**config.mk**
```make
export PLATFORM = sky130hd
export DESIGN_NAME = uup_ctrl
export DESIGN_NICKNAME = d
export VERILOG_FILES = /design/src/pkg/uup_pkg.sv /design/src/pkg/uup_ram_if.sv /design/src/core/uup_addr_match.sv /design/src/core/uup_ctrl.sv /design/src/core/uup_fifo_ram.sv
export SDC_FILE = /design/constraint.sdc
export NUM_CORES = 2
export LEC_CHECK = 0
export ABC_AREA = 1
export BUFFER_PORTS_ARGS = -buffer_cell sky130_fd_sc_hd__buf_4
export CAP_MARGIN = 10
export CORE_MARGIN = 3
export CORE_UTILIZATION = 23
export CTS_CLUSTER_DIAMETER = 30
export DETAILED_ROUTE_END_ITERATION = 8
export PLACE_DENSITY_LB_ADDON = 0.15
export SYNTH_ARGS = -nofsm -noshare
export SYNTH_HDL_FRONTEND = slang
export SYNTH_SLANG_ARGS = --single-unit
```
**constraint.sdc**
```tcl
create_clock -name i_mclk -period 4.7 [get_ports i_mclk]
set_clock_uncertainty 0.05 [all_clocks]
set_input_delay 0.235 -clock i_mclk [delete_from_list [all_inputs] [get_ports i_mclk]]
set_output_delay 0.235 -clock i_mclk [all_outputs]
set_load 0.01 [all_outputs]
```
**src/pkg/uup_pkg.sv**
```systemverilog
package uup_pkg;

    // Register byte addresses on the CPU port
    localparam logic [7:0] UUP_ADDR_FUNC_A = 8'h10;
    localparam logic [7:0] UUP_ADDR_STATUS = 8'h1F;
    localparam logic [7:0] UUP_ADDR_FUNC_B = 8'h40;

    // Upstream status and control fields
    localparam int UUP_SC_CTRL_LSB = 0;
    localparam int UUP_SC_ACT_BIT = 3;
    localparam int UUP_SC_DM_BIT = 4;
    localparam int UUP_SC_DP_BIT = 5;
    localparam int UUP_SC_MODE_BIT = 6;
    localparam int UUP_SC_SIZE_BIT = 7;

    // Device address register fields
    localparam int UUP_DA_EN_BIT = 7;
    localparam int UUP_DA_ADDR_W = 7;

    // Reset values
    localparam logic [7:0] UUP_STATUS_RESET = 8'h00;
    localparam logic [7:0] UUP_FUNC_ADDR_RESET = 8'h00;

    typedef enum logic [2:0] {
        UUP_OVR_NONE = 3'h0,
        UUP_OVR_DP_HI = 3'h1,
        UUP_OVR_DM_HI = 3'h2,
        UUP_OVR_SE0 = 3'h3,
        UUP_OVR_BOTH_LO = 3'h4,
        UUP_OVR_DP_FLOAT = 3'h5,
        UUP_OVR_DM_FLOAT = 3'h6,
        UUP_OVR_FLOAT = 3'h7
    } uup_ovr_type;

    typedef enum logic [1:0] {
        UUP_EOP_IDLE,
        UUP_EOP_SE0,
        UUP_EOP_J
    } uup_eop_state_type;

    // FIFO layout: index {size bit, mode bit}, then slot.
    // Two-address slots: 0..2 function A ep 0..2, 3..4 function B ep 0..1.
    // One-address slots: function A ep 0..4.
    localparam int UUP_NUM_SLOTS = 5;
    localparam int UUP_SLOTS_A_TWO = 3;
    localparam int UUP_SLOTS_B_TWO = 2;
    localparam logic [7:0] UUP_FIFO_BASE [4][5] = '{
        '{8'hF8, 8'hF0, 8'hE8, 8'hE0, 8'hD8},
        '{8'hF8, 8'hF0, 8'hE8, 8'hE0, 8'hD8},
        '{8'hB8, 8'hC0, 8'hE0, 8'hA8, 8'hB0},
        '{8'hB8, 8'hC0, 8'hE0, 8'hA8, 8'hB0}
    };
    localparam logic [4:0] UUP_SMALL_MASK = 5'h07;
    localparam logic [4:0] UUP_LARGE_MASK = 5'h1F;

    // Timing
    localparam int UUP_CLK_PS = 5000;
    localparam int UUP_BIT_PS = 83333;
    localparam int UUP_EOP_SE0_BITS = 2;
    localparam int UUP_EOP_J_BITS = 1;
    localparam int UUP_EOP_SE0_CYC = (UUP_EOP_SE0_BITS * UUP_BIT_PS + UUP_CLK_PS - 1) / UUP_CLK_PS;
    localparam int UUP_EOP_J_CYC = (UUP_EOP_J_BITS * UUP_BIT_PS + UUP_CLK_PS - 1) / UUP_CLK_PS;
    localparam int UUP_EOP_CNT_W = 6;
    localparam int UUP_STALL_CYCLES = 3;
    localparam int UUP_STALL_CNT_W = 2;

endpackage : uup_pkg

```
**src/pkg/uup_ram_if.sv**
```systemverilog
`timescale 1ns/1ps
interface uup_ram_if #(parameter int ADDR_W = 8, parameter int DATA_W = 8);
    logic wr_en;
    logic [ADDR_W-1:0] wr_addr;
    logic [DATA_W-1:0] wr_data;
    logic rd_en;
    logic [ADDR_W-1:0] rd_addr;
    logic [DATA_W-1:0] rd_data;

    modport ctrl (output wr_en, wr_addr, wr_data, rd_en, rd_addr, input rd_data);
    modport mem (input wr_en, wr_addr, wr_data, rd_en, rd_addr, output rd_data);
endinterface : uup_ram_if

```
**src/core/uup_addr_match.sv**
```systemverilog
`timescale 1ns/1ps
module uup_addr_match
    import uup_pkg::*;
(
    // Clock and reset
    input wire logic i_mclk,
    input wire logic i_nrst,
    // Address register contents and permission
    input wire logic [7:0] i_addr_reg,
    input wire logic i_allow,
    // Token from the engine
    input wire logic i_tok_valid,
    input wire logic [UUP_DA_ADDR_W-1:0] i_tok_addr,
    // Hit
    output logic o_hit
);
    always_ff @(posedge i_mclk or negedge i_nrst) begin
        if (!i_nrst) begin
            o_hit <= 1'b0;
        end else begin
            o_hit <= i_tok_valid && i_allow && i_addr_reg[UUP_DA_EN_BIT]
                && (i_addr_reg[UUP_DA_ADDR_W-1:0] == i_tok_addr);
        end
    end
endmodule : uup_addr_match

```
**src/core/uup_ctrl.sv**
```systemverilog
// Decided for this implementation: the address-and-strobe port.
`timescale 1ns/1ps
// Notes on behaviour
// - Override code zero leaves upstream lines to the engine's driver.
// - Code 001 drives D+ high, D- low; 010 drives D+ low, D- high.
// - Code 011 forces SE0; code 100 drives both lines low.
// - 101 floats D+, D- low; 110 D+ low, D- floats; 111 floats both.
// - Any non-idle upstream event sets a sticky activity flag; only hardware sets it.
// - Writing zero clears the activity flag; writing one keeps it.
// - Two read-only bits show the live D- and D+ pin levels.
// - Status bit 7 selects FIFO sizing, bit 6 selects one or two addresses.
// - An end-of-packet is driven upstream at each frame's EOF1 point while override code is zero.
// - Two address registers, function A and function B.
// - Reset clears both address registers, address zero and disabled.
// - No response to an address until its enable bit is set.
// - At most two addresses and five endpoints, FIFOs in user RAM.
// - Layout 00: B1 D8, B0 E0, A2 E8, A1 F0, A0 F8, all 8 bytes.
// - Layout 10: B0 A8, B1 B0, A0 B8 of 8; A1 C0, A2 E0 of 32.
// - Layout 01: one address, A4 D8, A3 E0, A2 E8, A1 F0, A0 F8.
// - Layout 11: A3 A8, A4 B0, A0 B8 of 8; A1 C0, A2 E0 of 32.
// - Each FIFO byte written by the engine stalls the CPU three cycles.
// - Reset clears every stored bit of the status and control register; the two pin bits stay live.
module uup_ctrl
    import uup_pkg::*;
#(
    parameter int STALL_CYCLES = UUP_STALL_CYCLES
) (
    // Clock and reset
    input wire logic i_mclk,
    input wire logic i_nrst,
    // CPU register port
    input wire logic [7:0] i_reg_addr,
    input wire logic [7:0] i_reg_wdata,
    input wire logic i_reg_wr,
    input wire logic i_reg_rd,
    output logic [7:0] o_reg_rdata,
    // Upstream pins
    input wire logic i_up_dp,
    input wire logic i_up_dm,
    output logic o_up_dp,
    output logic o_up_dp_oe,
    output logic o_up_dm,
    output logic o_up_dm_oe,
    // Engine line driver and frame timing
    input wire logic i_sie_dp,
    input wire logic i_sie_dm,
    input wire logic i_sie_oe,
    input wire logic i_eof1,
    // Engine token address
    input wire logic i_tok_valid,
    input wire logic [UUP_DA_ADDR_W-1:0] i_tok_addr,
    output logic o_func_a_hit,
    output logic o_func_b_hit,
    // Engine FIFO writes
    input wire logic i_sie_wr_valid,
    input wire logic i_sie_func_b,
    input wire logic [2:0] i_sie_ep,
    input wire logic [4:0] i_sie_idx,
    input wire logic [7:0] i_sie_wdata,
    output logic o_sie_wr_ready,
    output logic o_cpu_stall,
    // CPU FIFO reads
    input wire logic i_fifo_rd,
    input wire logic [7:0] i_fifo_rd_addr,
    output logic [7:0] o_fifo_rdata,
    // Endpoint configuration
    output logic o_two_addr,
    output logic o_large_ep
);

    localparam logic [UUP_EOP_CNT_W-1:0] SE0_LAST = UUP_EOP_CNT_W'(UUP_EOP_SE0_CYC - 1);
    localparam logic [UUP_EOP_CNT_W-1:0] J_LAST = UUP_EOP_CNT_W'(UUP_EOP_J_CYC - 1);
    localparam logic [UUP_STALL_CNT_W-1:0] STALL_LOAD = UUP_STALL_CNT_W'(STALL_CYCLES);

    logic [2:0] ctrl;
    logic [2:0] next_ctrl;
    logic activity;
    logic ep_mode;
    logic ep_size;
    logic [7:0] func_a_addr;
    logic [7:0] func_b_addr;
    logic status_wr;
    logic line_event;
    uup_eop_state_type eop_state;
    logic [UUP_EOP_CNT_W-1:0] eop_cnt;
    logic next_dp;
    logic next_dp_oe;
    logic next_dm;
    logic next_dm_oe;
    logic [2:0] slot;
    logic slot_ok;
    logic [7:0] slot_base;
    logic [4:0] idx_mask;
    logic sie_accept;
    logic [UUP_STALL_CNT_W-1:0] stall_cnt;
    logic [UUP_STALL_CNT_W-1:0] next_stall_cnt;

    uup_ram_if #(.ADDR_W(8), .DATA_W(8)) ram_if ();

    assign status_wr = i_reg_wr && (i_reg_addr == UUP_ADDR_STATUS);
    assign next_ctrl = status_wr ? i_reg_wdata[UUP_SC_CTRL_LSB +: 3] : ctrl;
    // Anything other than the full-speed J idle state counts as activity
    assign line_event = !(i_up_dp && !i_up_dm);

    // Status and control register
    always_ff @(posedge i_mclk or negedge i_nrst) begin
        if (!i_nrst) begin
            ctrl <= UUP_STATUS_RESET[UUP_SC_CTRL_LSB +: 3];
            ep_mode <= UUP_STATUS_RESET[UUP_SC_MODE_BIT];
            ep_size <= UUP_STATUS_RESET[UUP_SC_SIZE_BIT];
        end else if (status_wr) begin
            ctrl <= next_ctrl;
            ep_mode <= i_reg_wdata[UUP_SC_MODE_BIT];
            ep_size <= i_reg_wdata[UUP_SC_SIZE_BIT];
        end
    end

    // Sticky activity flag: a new event wins over a clearing write
    always_ff @(posedge i_mclk or negedge i_nrst) begin
        if (!i_nrst) begin
            activity <= UUP_STATUS_RESET[UUP_SC_ACT_BIT];
        end else if (line_event) begin
            activity <= 1'b1;
        end else if (status_wr && !i_reg_wdata[UUP_SC_ACT_BIT]) begin
            activity <= 1'b0;
        end
    end

    // Device address registers
    always_ff @(posedge i_mclk or negedge i_nrst) begin
        if (!i_nrst) begin
            func_a_addr <= UUP_FUNC_ADDR_RESET;
            func_b_addr <= UUP_FUNC_ADDR_RESET;
        end else if (i_reg_wr) begin
            if (i_reg_addr == UUP_ADDR_FUNC_A) begin
                func_a_addr <= i_reg_wdata;
            end
            if (i_reg_addr == UUP_ADDR_FUNC_B) begin
                func_b_addr <= i_reg_wdata;
            end
        end
    end

    // Read port: data stands one cycle after the strobe, unmapped reads zero
    always_ff @(posedge i_mclk or negedge i_nrst) begin
        if (!i_nrst) begin
            o_reg_rdata <= 8'h00;
        end else if (i_reg_rd) begin
            unique case (i_reg_addr)
                UUP_ADDR_FUNC_A: o_reg_rdata <= func_a_addr;
                UUP_ADDR_FUNC_B: o_reg_rdata <= func_b_addr;
                UUP_ADDR_STATUS: o_reg_rdata <= {ep_size, ep_mode, i_up_dp, i_up_dm,
                    activity, ctrl};
                default: o_reg_rdata <= 8'h00;
            endcase
        end else begin
            o_reg_rdata <= 8'h00;
        end
    end

    // End-of-packet at EOF1: SE0 for two bit times, then J for one
    always_ff @(posedge i_mclk or negedge i_nrst) begin
        if (!i_nrst) begin
            eop_state <= UUP_EOP_IDLE;
            eop_cnt <= '0;
        end else if (next_ctrl != UUP_OVR_NONE) begin
            eop_state <= UUP_EOP_IDLE;
            eop_cnt <= '0;
        end else begin
            unique case (eop_state)
                UUP_EOP_IDLE: begin
                    if (i_eof1) begin
                        eop_state <= UUP_EOP_SE0;
                        eop_cnt <= SE0_LAST;
                    end
                end
                UUP_EOP_SE0: begin
                    if (eop_cnt == '0) begin
                        eop_state <= UUP_EOP_J;
                        eop_cnt <= J_LAST;
                    end else begin
                        eop_cnt <= eop_cnt - 1'b1;
                    end
                end
                UUP_EOP_J: begin
                    if (eop_cnt == '0) begin
                        eop_state <= UUP_EOP_IDLE;
                    end else begin
                        eop_cnt <= eop_cnt - 1'b1;
                    end
                end
            endcase
        end
    end

    // Upstream drive decode, taken from the value the register is about to hold
    always_comb begin
        next_dp = 1'b0;
        next_dm = 1'b0;
        next_dp_oe = 1'b1;
        next_dm_oe = 1'b1;
        unique case (next_ctrl)
            UUP_OVR_NONE: begin
                if (eop_state == UUP_EOP_SE0) begin
                    next_dp = 1'b0;
                end else if (eop_state == UUP_EOP_J) begin
                    next_dp = 1'b1;
                end else begin
                    next_dp = i_sie_dp;
                    next_dm = i_sie_dm;
                    next_dp_oe = i_sie_oe;
                    next_dm_oe = i_sie_oe;
                end
            end
            UUP_OVR_DP_HI: next_dp = 1'b1;
            UUP_OVR_DM_HI: next_dm = 1'b1;
            UUP_OVR_SE0, UUP_OVR_BOTH_LO: next_dp = 1'b0;
            UUP_OVR_DP_FLOAT: next_dp_oe = 1'b0;
            UUP_OVR_DM_FLOAT: next_dm_oe = 1'b0;
            UUP_OVR_FLOAT: begin
                next_dp_oe = 1'b0;
                next_dm_oe = 1'b0;
            end
        endcase
    end

    // Pins change on the same edge that loads the write, from single flops
    always_ff @(posedge i_mclk or negedge i_nrst) begin
        if (!i_nrst) begin
            o_up_dp <= 1'b0;
            o_up_dm <= 1'b0;
            o_up_dp_oe <= 1'b0;
            o_up_dm_oe <= 1'b0;
        end else begin
            o_up_dp <= next_dp;
            o_up_dm <= next_dm;
            o_up_dp_oe <= next_dp_oe;
            o_up_dm_oe <= next_dm_oe;
        end
    end

    always_ff @(posedge i_mclk or negedge i_nrst) begin
        if (!i_nrst) begin
            o_two_addr <= 1'b1;
            o_large_ep <= 1'b0;
        end else begin
            o_two_addr <= !ep_mode;
            o_large_ep <= ep_size;
        end
    end

    // Address matching; function B exists only in two-address layouts
    uup_addr_match u_match_a (
        .i_mclk(i_mclk),
        .i_nrst(i_nrst),
        .i_addr_reg(func_a_addr),
        .i_allow(1'b1),
        .i_tok_valid(i_tok_valid),
        .i_tok_addr(i_tok_addr),
        .o_hit(o_func_a_hit)
    );

    uup_addr_match u_match_b (
        .i_mclk(i_mclk),
        .i_nrst(i_nrst),
        .i_addr_reg(func_b_addr),
        .i_allow(!ep_mode),
        .i_tok_valid(i_tok_valid),
        .i_tok_addr(i_tok_addr),
        .o_hit(o_func_b_hit)
    );

    // Endpoint to FIFO slot; illegal endpoints are accepted but not stored
    always_comb begin
        slot = i_sie_ep;
        slot_ok = 1'b0;
        if (ep_mode) begin
            slot_ok = (i_sie_ep < 3'(UUP_NUM_SLOTS));
        end else if (i_sie_func_b) begin
            slot = 3'(UUP_SLOTS_A_TWO) + i_sie_ep;
            slot_ok = (i_sie_ep < 3'(UUP_SLOTS_B_TWO));
        end else begin
            slot_ok = (i_sie_ep < 3'(UUP_SLOTS_A_TWO));
        end
    end

    always_comb begin
        slot_base = 8'h00;
        if (slot_ok) begin
            slot_base = UUP_FIFO_BASE[{ep_size, ep_mode}][slot];
        end
    end

    assign idx_mask = (ep_size && (slot == 3'h1 || slot == 3'h2)) ?
        UUP_LARGE_MASK : UUP_SMALL_MASK;

    assign sie_accept = i_sie_wr_valid && o_sie_wr_ready;

    assign ram_if.wr_en = sie_accept && slot_ok;
    assign ram_if.wr_addr = slot_base + {3'h0, i_sie_idx & idx_mask};
    assign ram_if.wr_data = i_sie_wdata;
    assign ram_if.rd_en = i_fifo_rd;
    assign ram_if.rd_addr = i_fifo_rd_addr;
    assign o_fifo_rdata = ram_if.rd_data;

    uup_fifo_ram #(.ADDR_W(8), .DATA_W(8)) u_ram (
        .i_mclk(i_mclk),
        .i_nrst(i_nrst),
        .ram(ram_if.mem)
    );

    // CPU stall while the engine owns the internal data bus
    always_comb begin
        next_stall_cnt = stall_cnt;
        if (sie_accept) begin
            next_stall_cnt = STALL_LOAD;
        end else if (stall_cnt != '0) begin
            next_stall_cnt = stall_cnt - 1'b1;
        end
    end

    always_ff @(posedge i_mclk or negedge i_nrst) begin
        if (!i_nrst) begin
            stall_cnt <= '0;
            o_cpu_stall <= 1'b0;
            o_sie_wr_ready <= 1'b0;
        end else begin
            stall_cnt <= next_stall_cnt;
            o_cpu_stall <= (next_stall_cnt != '0);
            o_sie_wr_ready <= (next_stall_cnt == '0);
        end
    end
endmodule : uup_ctrl

```
**src/core/uup_fifo_ram.sv**
```systemverilog
`timescale 1ns/1ps
module uup_fifo_ram
    import uup_pkg::*;
#(
    parameter int ADDR_W = 8,
    parameter int DATA_W = 8
) (
    // Clock and reset
    input wire logic i_mclk,
    input wire logic i_nrst,
    // Access from the controller
    uup_ram_if.mem ram
);
    logic [DATA_W-1:0] mem [2**ADDR_W];

    always_ff @(posedge i_mclk) begin
        if (ram.wr_en) begin
            mem[ram.wr_addr] <= ram.wr_data;
        end
    end

    always_ff @(posedge i_mclk or negedge i_nrst) begin
        if (!i_nrst) begin
            ram.rd_data <= '0;
        end else if (ram.rd_en) begin
            ram.rd_data <= mem[ram.rd_addr];
        end
    end
endmodule : uup_fifo_ram

```
Word-level counts from Yosys, hierarchy flattened:

Memory sizes are Yosys's and may differ from the RTL's. A register that Yosys moved wholly into a read port is not among the register bits.
Cells that the tools add are included.

* $lt $le $gt $ge: 5
* add/subtract/negate cells: 4
* reductions and logical operators: 29
* equal/unequal tests: 19
* muxes and demuxes: 41
* bitwise gates (word level): 3

Operators by type and width (number)
* $bmux W40 S2: 1
* $mux W40: 2
* $mux W8: 4
* $bmux W8 S3: 1
* $mux W6: 4
* $pmux W8 S3: 1
* $pmux W6 S3: 1
* $eq A8 B5 Y1 const B: 2
* $eq A7 B7 Y1: 2
* $mux W1: 12
* $mux W2: 6
* $ne A3 B3 Y1 const B: 4
* $logic_and A1 B1 Y1: 11
* $eq A3 B3 Y1 const B: 3
* $mux W3: 3
* $add A8 B5 Y8: 1
* $eq A8 B7 Y1 const B: 1
* $pmux W1 S2: 4
* $eq A3 B1 Y1 const B: 2
* $eq A3 B2 Y1 const B: 2
* $logic_not A6 Y1: 1
* $lt A3 B2 Y1 const B: 2
* $pmux W2 S3: 1
* $reduce_and A2 Y1: 3
* 21 further kinds: 27

* bits in writable memories: 2048
* input bits: 61
* memories: 1
* output and inout port bits: 26
* logic and storage cells: 122
* bits in registers: 50

Memories
* u_ram.mem: depth 256, width 8, read ports 1, clocked after memory_dff 1, write ports 1, RTL line uup_fifo_ram.sv:14 `logic [DATA_W-1:0] mem [2**ADDR_W];`

Depth between registers and ports, before layout:

* word-level depth: 9
* depth in mapped cells: 20
* gate-level depth less buffers: 19

Modules after synthesis:

From an unflattened synthesis, not the netlist that was laid out.

* cells, all modules: 7430
* area, all modules: 86593.0 sq um

Modules (own cells, without submodules)
* uup_fifo_ram: area each 83525.1 sq um, sequential area each 61699.2 sq um, instances 1, cells an instance 7004
* uup_ctrl: area each 2692.6 sq um, sequential area each 1202.4 sq um, instances 1, cells an instance 338
* uup_addr_match: area each 187.7 sq um, sequential area each 25.0 sq um, instances 2, cells an instance 44

Worst setup path before layout:

Ideal clock, no wire load.

* path type: reg2reg
* start point: register ep_mode
* end point: memory u_ram.mem[255][0], enable pin
* period minus slack after synthesis: 3.617 ns
* data arrival time: 3.197 ns
* stages on the path, launching flop included: 17
* path buffers: 1
* setup slack: 1.083 ns
* required time: 4.280 ns
* setup time: 0.370 ns
* cell sequence: dfrtp_1 > inv_2 > o21ai_2 > inv_1 > nand2_1 > o21ai_2 > ha_1 > nor2_1 > nor3_1 > nor2_1 > ha_1 > fa_1 > inv_1 > nor2_2 > nand3_4 > buf_4 > nor2_1

* word-level cells in the longest chain between the ends: 9
* elaborated cells between the ends (all ways): 21
* those cells by class: add/sub: 1; eq/ne: 2; mux: 12; bitwise: 3; reduce/logical: 3

Ends and longest elaborated chain
* from (decl): RTL line uup_ctrl.sv:78 `logic ep_mode;`
* from (signal assigned): RTL line uup_ctrl.sv:109 `ep_mode <= UUP_STATUS_RESET[UUP_SC_MODE_BIT];`
* from (signal assigned): RTL line uup_ctrl.sv:113 `ep_mode <= i_reg_wdata[UUP_SC_MODE_BIT];`
* $not A2 Y3 (not written as such): RTL line uup_ctrl.sv:290 `slot_base = UUP_FIFO_BASE[{ep_size, ep_mode}][slot];`
* $bmux W40 S2: RTL line uup_ctrl.sv:290
* $mux W40 (not written as such) (2 in a row): RTL line uup_ctrl.sv:290
* $bmux W8 S3: RTL line uup_ctrl.sv:290
* $mux W8 (not written as such) (2 in a row): RTL line uup_ctrl.sv:290
* $mux W8: RTL line uup_ctrl.sv:289 `if (slot_ok) begin`
* $add A8 B5 Y8: RTL line uup_ctrl.sv:300 `assign ram_if.wr_addr = slot_base + {3'h0, i_sie_idx & idx_mask};`
* to (decl): RTL line uup_fifo_ram.sv:14

Several ways; a longest one is shown, not always the timed one. The select of a mux whose other input is x is not followed.

Worst setup path in the final report:

* start point: register ep_mode
* end point: memory u_ram.mem[60][7], enable pin

Same word-level chain as after synthesis.

==> results_dict.tcl <==
set metrics [dict create \
    status "complete, no violations" \
    rrSetupSlack_ps 500 \
    stdcell_area_um2 112000 \
    end_kind "flop" \
    period_needed_ps 4200 \
    cts_resized 0 \
    wl_per_cell_um 21.9 \
    syn_avg_cell_area_um2 11.8 \
    grt_start_max_net_pins 161 \
    vias_per_cell 4.41 \
    netlist_instances 7282 \
    grtUsageMet2 0.246 \
    yosysWarnings 0 \
    hold_class "in -> reg" \
    core_um2 370000 \
    cp.arrival_ps 4720 \
    synthXorXnorAreaFrac 0.00205 \
    busiest_layer "met2" \
    switchingPower_uw 13300 \
    clock_sinks 2106 \
    final_nets 8101 \
    maxCapViolCount 0 \
    worst-r2r-cell-count 15 \
    synthAdderAreaFrac 0.00169 \
    grt_setup_unrepaired "false" \
    num-fill-cells 37726 \
    clock_power_share 0.580 \
    use_met1 0.201 \
    antenna_found_initial 19 \
    startpoint "ep_mode$_DFFE_PN0P_" \
    start_util 0.232 \
    clock.fmax_mhz 238 \
    endpoint "u_ram.mem[60][7]$_DFFE_PP_" \
    wl_um 294000 \
    grt-ovfl-total 0 \
    antenna_left 0 \
    path_class "reg -> reg" \
    layout_common_cells "nand2_1 (2160), nand3_1 (2051), edfxtp_1 (2048), clkbuf_16 (480), buf_4 (354)" \
    io_buffers 86 \
    tns_ps 0 \
    grt_pass1_wl_um 421000 \
    clk-insertion-delay-late_ps 970 \
    ir_worst_vdd_mv 0.314 \
    fin_crit_sh 0.893 \
    firstDrtPassIters 5 \
    final_common_cell "nand2_1" \
    swShare 0.230 \
    io_pins 87 \
    cts_root_buf "clkbuf_16" \
    rr_endpoint "u_ram.mem[60][7]$_DFFE_PP_" \
    htreeDepth 5 \
    r2r_start "ep_mode$_DFFE_PN0P_" \
    num_vias 59145 \
    p_leak_uw 0.0407 \
    synth_top_family_by_area "simple AND/OR/NAND/NOR gates" \
    cp_max_fo 16 \
    placed_cell_area_um2 95200 \
    first_iter_violations 5556 \
    clockBufferDepth 4 \
    crit_required_ps 5230 \
    power.internal_uw 44600 \
    power_density_nw_per_um2 515 \
    maxSlewViolCount 0 \
    ys_seq_area_frac 0.733 \
    synth_compound_area_frac 0.00372 \
    clk_pin_slew_ps 40 \
    dieHeight_um 617 \
    synth.distinct_cells 45 \
    cp-start-kind "flop" \
    die_w_um 617 \
    rows 223 \
    die_area_um2 381000 \
    synth_mux_area_frac 0 \
    grt_usage 0.150 \
    power_frac_seq 0.364 \
    cts_tree "done" \
    grt_pass1_vias 60560 \
    setup-violations-final 0 \
    globalplace.congestion 0.825 \
    synth-simple-area-share 0.234 \
    syn_area_um2 85800 \
    hpwlAfterDp_um 173000 \
    drive_above_1_share 0.155 \
    pwr-share-comb 0.056 \
    area_growth_pct 31.0 \
    relSlewSlack 0.367 \
    cts_made_buffers 479 \
    synth.ff_latch_count 2106 \
    use_met3 0.0276 \
    tightest_slew_ps 950 \
    hold_viol 0 \
    drc 0 \
]
registers in the layout, indices dropped and copies added, names as in the netlist, 2 cells and up:
name / count
eop_state: 2
u_ram.ram.rd_data: 8
o_reg_rdata: 8
u_ram.mem: 2048
eop_cnt: 6
func_b_addr: 8
stall_cnt: 2
ctrl: 3
func_a_addr: 8
metrics by stage:
stage	hold slack, ps	total power (uW)	util	worst slack (ps)	instances
after floorplan	-111	23000	-	1080	7537
after global placement	219	24600	0.257	450	12429
after detailed placement	238	24600	0.257	494	12429
after CTS	11.6	58600	0.304	473	13402
after global routing	55.0	60000	0.304	276	13403
final	102	57900	0.304	504	13404
cell usage after synthesis, drive strengths merged:
cell type / instances / area share
nand2: 2183 / 0.096
nand3: 2068 / 0.12
edfxtp: 2048 / 0.72
clkbuf: 402 / 0.018
nor2: 258 / 0.013
buf: 81 / 0.0046
inv: 76 / 0.0033
dfrtp: 57 / 0.017
o21ai: 39 / 0.0025
xnor2: 11 / 0.0011
ha: 10 / 0.0015
nor3: 9 / 0.00052
a21oi: 7 / 0.00058
xor2: 7 / 0.00093
nand4: 6 / 0.00044
nor4: 4 / 0.00036
o211ai: 3 / 0.00026
and3: 2 / 0.00015
o21a: 2 / 0.00017
or2: 2 / 0.00015
a211oi: 1 / 0.000087
a31oi: 1 / 0.000073
and2: 1 / 0.000073
conb: 1 / 0.000044
dfstp: 1 / 0.00031
fa: 1 / 0.00023
nand3b: 1 / 0.00023
per-layer routing:
metal / part of all wire / up-vias / routed length, um
met1: 0.45 / 29501 / 131000
li1: - / 27337 / -
met2: 0.47 / 1803 / 137000
met5: 0 / - / 0
met3: 0.058 / 504 / 16900
met4: 0.028 / 0 / 8160
logic make-up (layout without fill, tap and decap cells):
family / Yosys count / after routing
buffers and inverters: 559 / 1474
other: 1 / 258
adder cells (fa/ha/maj): 11 / 11
AND/OR/NAND/NOR: 4534 / 4534
flip-flops: 2106 / 2106
XOR/XNOR: 18 / 18
AO/OA/AOI/OAI: 53 / 53
worst max-delay path, cell delays in order, from the launching register on:
cell and delay [ps]:
dfrtp_1 370, inv_2 110, o21ai_2 80, inv_1 60, nand2_1 70, o21ai_2 100, ha_1 290, nor2_1 50
nor3_1 190, nor2_1 120, ha_1 310, fa_1 690, inv_1 130, nor2_2 340, nand3_4 380, nor2_2 490
final cells by class:
cell class                      instances  area, um2  share of cell area
Antenna cell                            2       5.00           0.0000445
Clock buffer                          542      12300               0.110
Clock inverter                        362       4240              0.0377
Inverter                               76        314             0.00279
Multi-Input combinational cell       4872      21700               0.193
Sequential cell                      2106      63000               0.560
Tap cell                             4950       6190              0.0551
Timing Repair Buffer                  494       4720              0.0420
what timing repair did:
| action | in CTS | in global routing |
|---|---|---|
| buffers inserted | 0 | 0 |
| hold buffers | 69 | 0 |
| hold endpoints to repair | 670 | 0 |
power by group through the flow:
stage / Sequential, uW / Clock, uW / Combinational [uW]
6_report: 21100 / 33600 / 3220
5_1_grt: 21100 / 35300 / 3560
4_1_cts: 21100 / 34300 / 3280
3_5_place_dp: 21400 / 0 / 3210
3_3_place_gp: 21400 / 0 / 3220
2_1_floorplan: 21400 / 0 / 1630
worst min-delay path by stage:
stage / startpoint / slack (ps) / cells after the start / endpoint
floorplan: i_nrst / -110 / 0 / activity$_DFFE_PN0P_
finish: i_reg_wdata[3] / 100 / 4 / func_b_addr[3]$_DFFE_PN0P_
detailed placement: i_nrst / 240 / 1 / eop_state[0]$_DFFE_PN0P_
CTS: i_reg_wdata[3] / 10 / 4 / func_b_addr[3]$_DFFE_PN0P_
global placement: i_nrst / 220 / 1 / eop_state[0]$_DFFE_PN0P_
global route: i_reg_wdata[3] / 50 / 4 / func_a_addr[3]$_DFFE_PN0P_
Note: power is estimated with default switching activity, not from simulation.
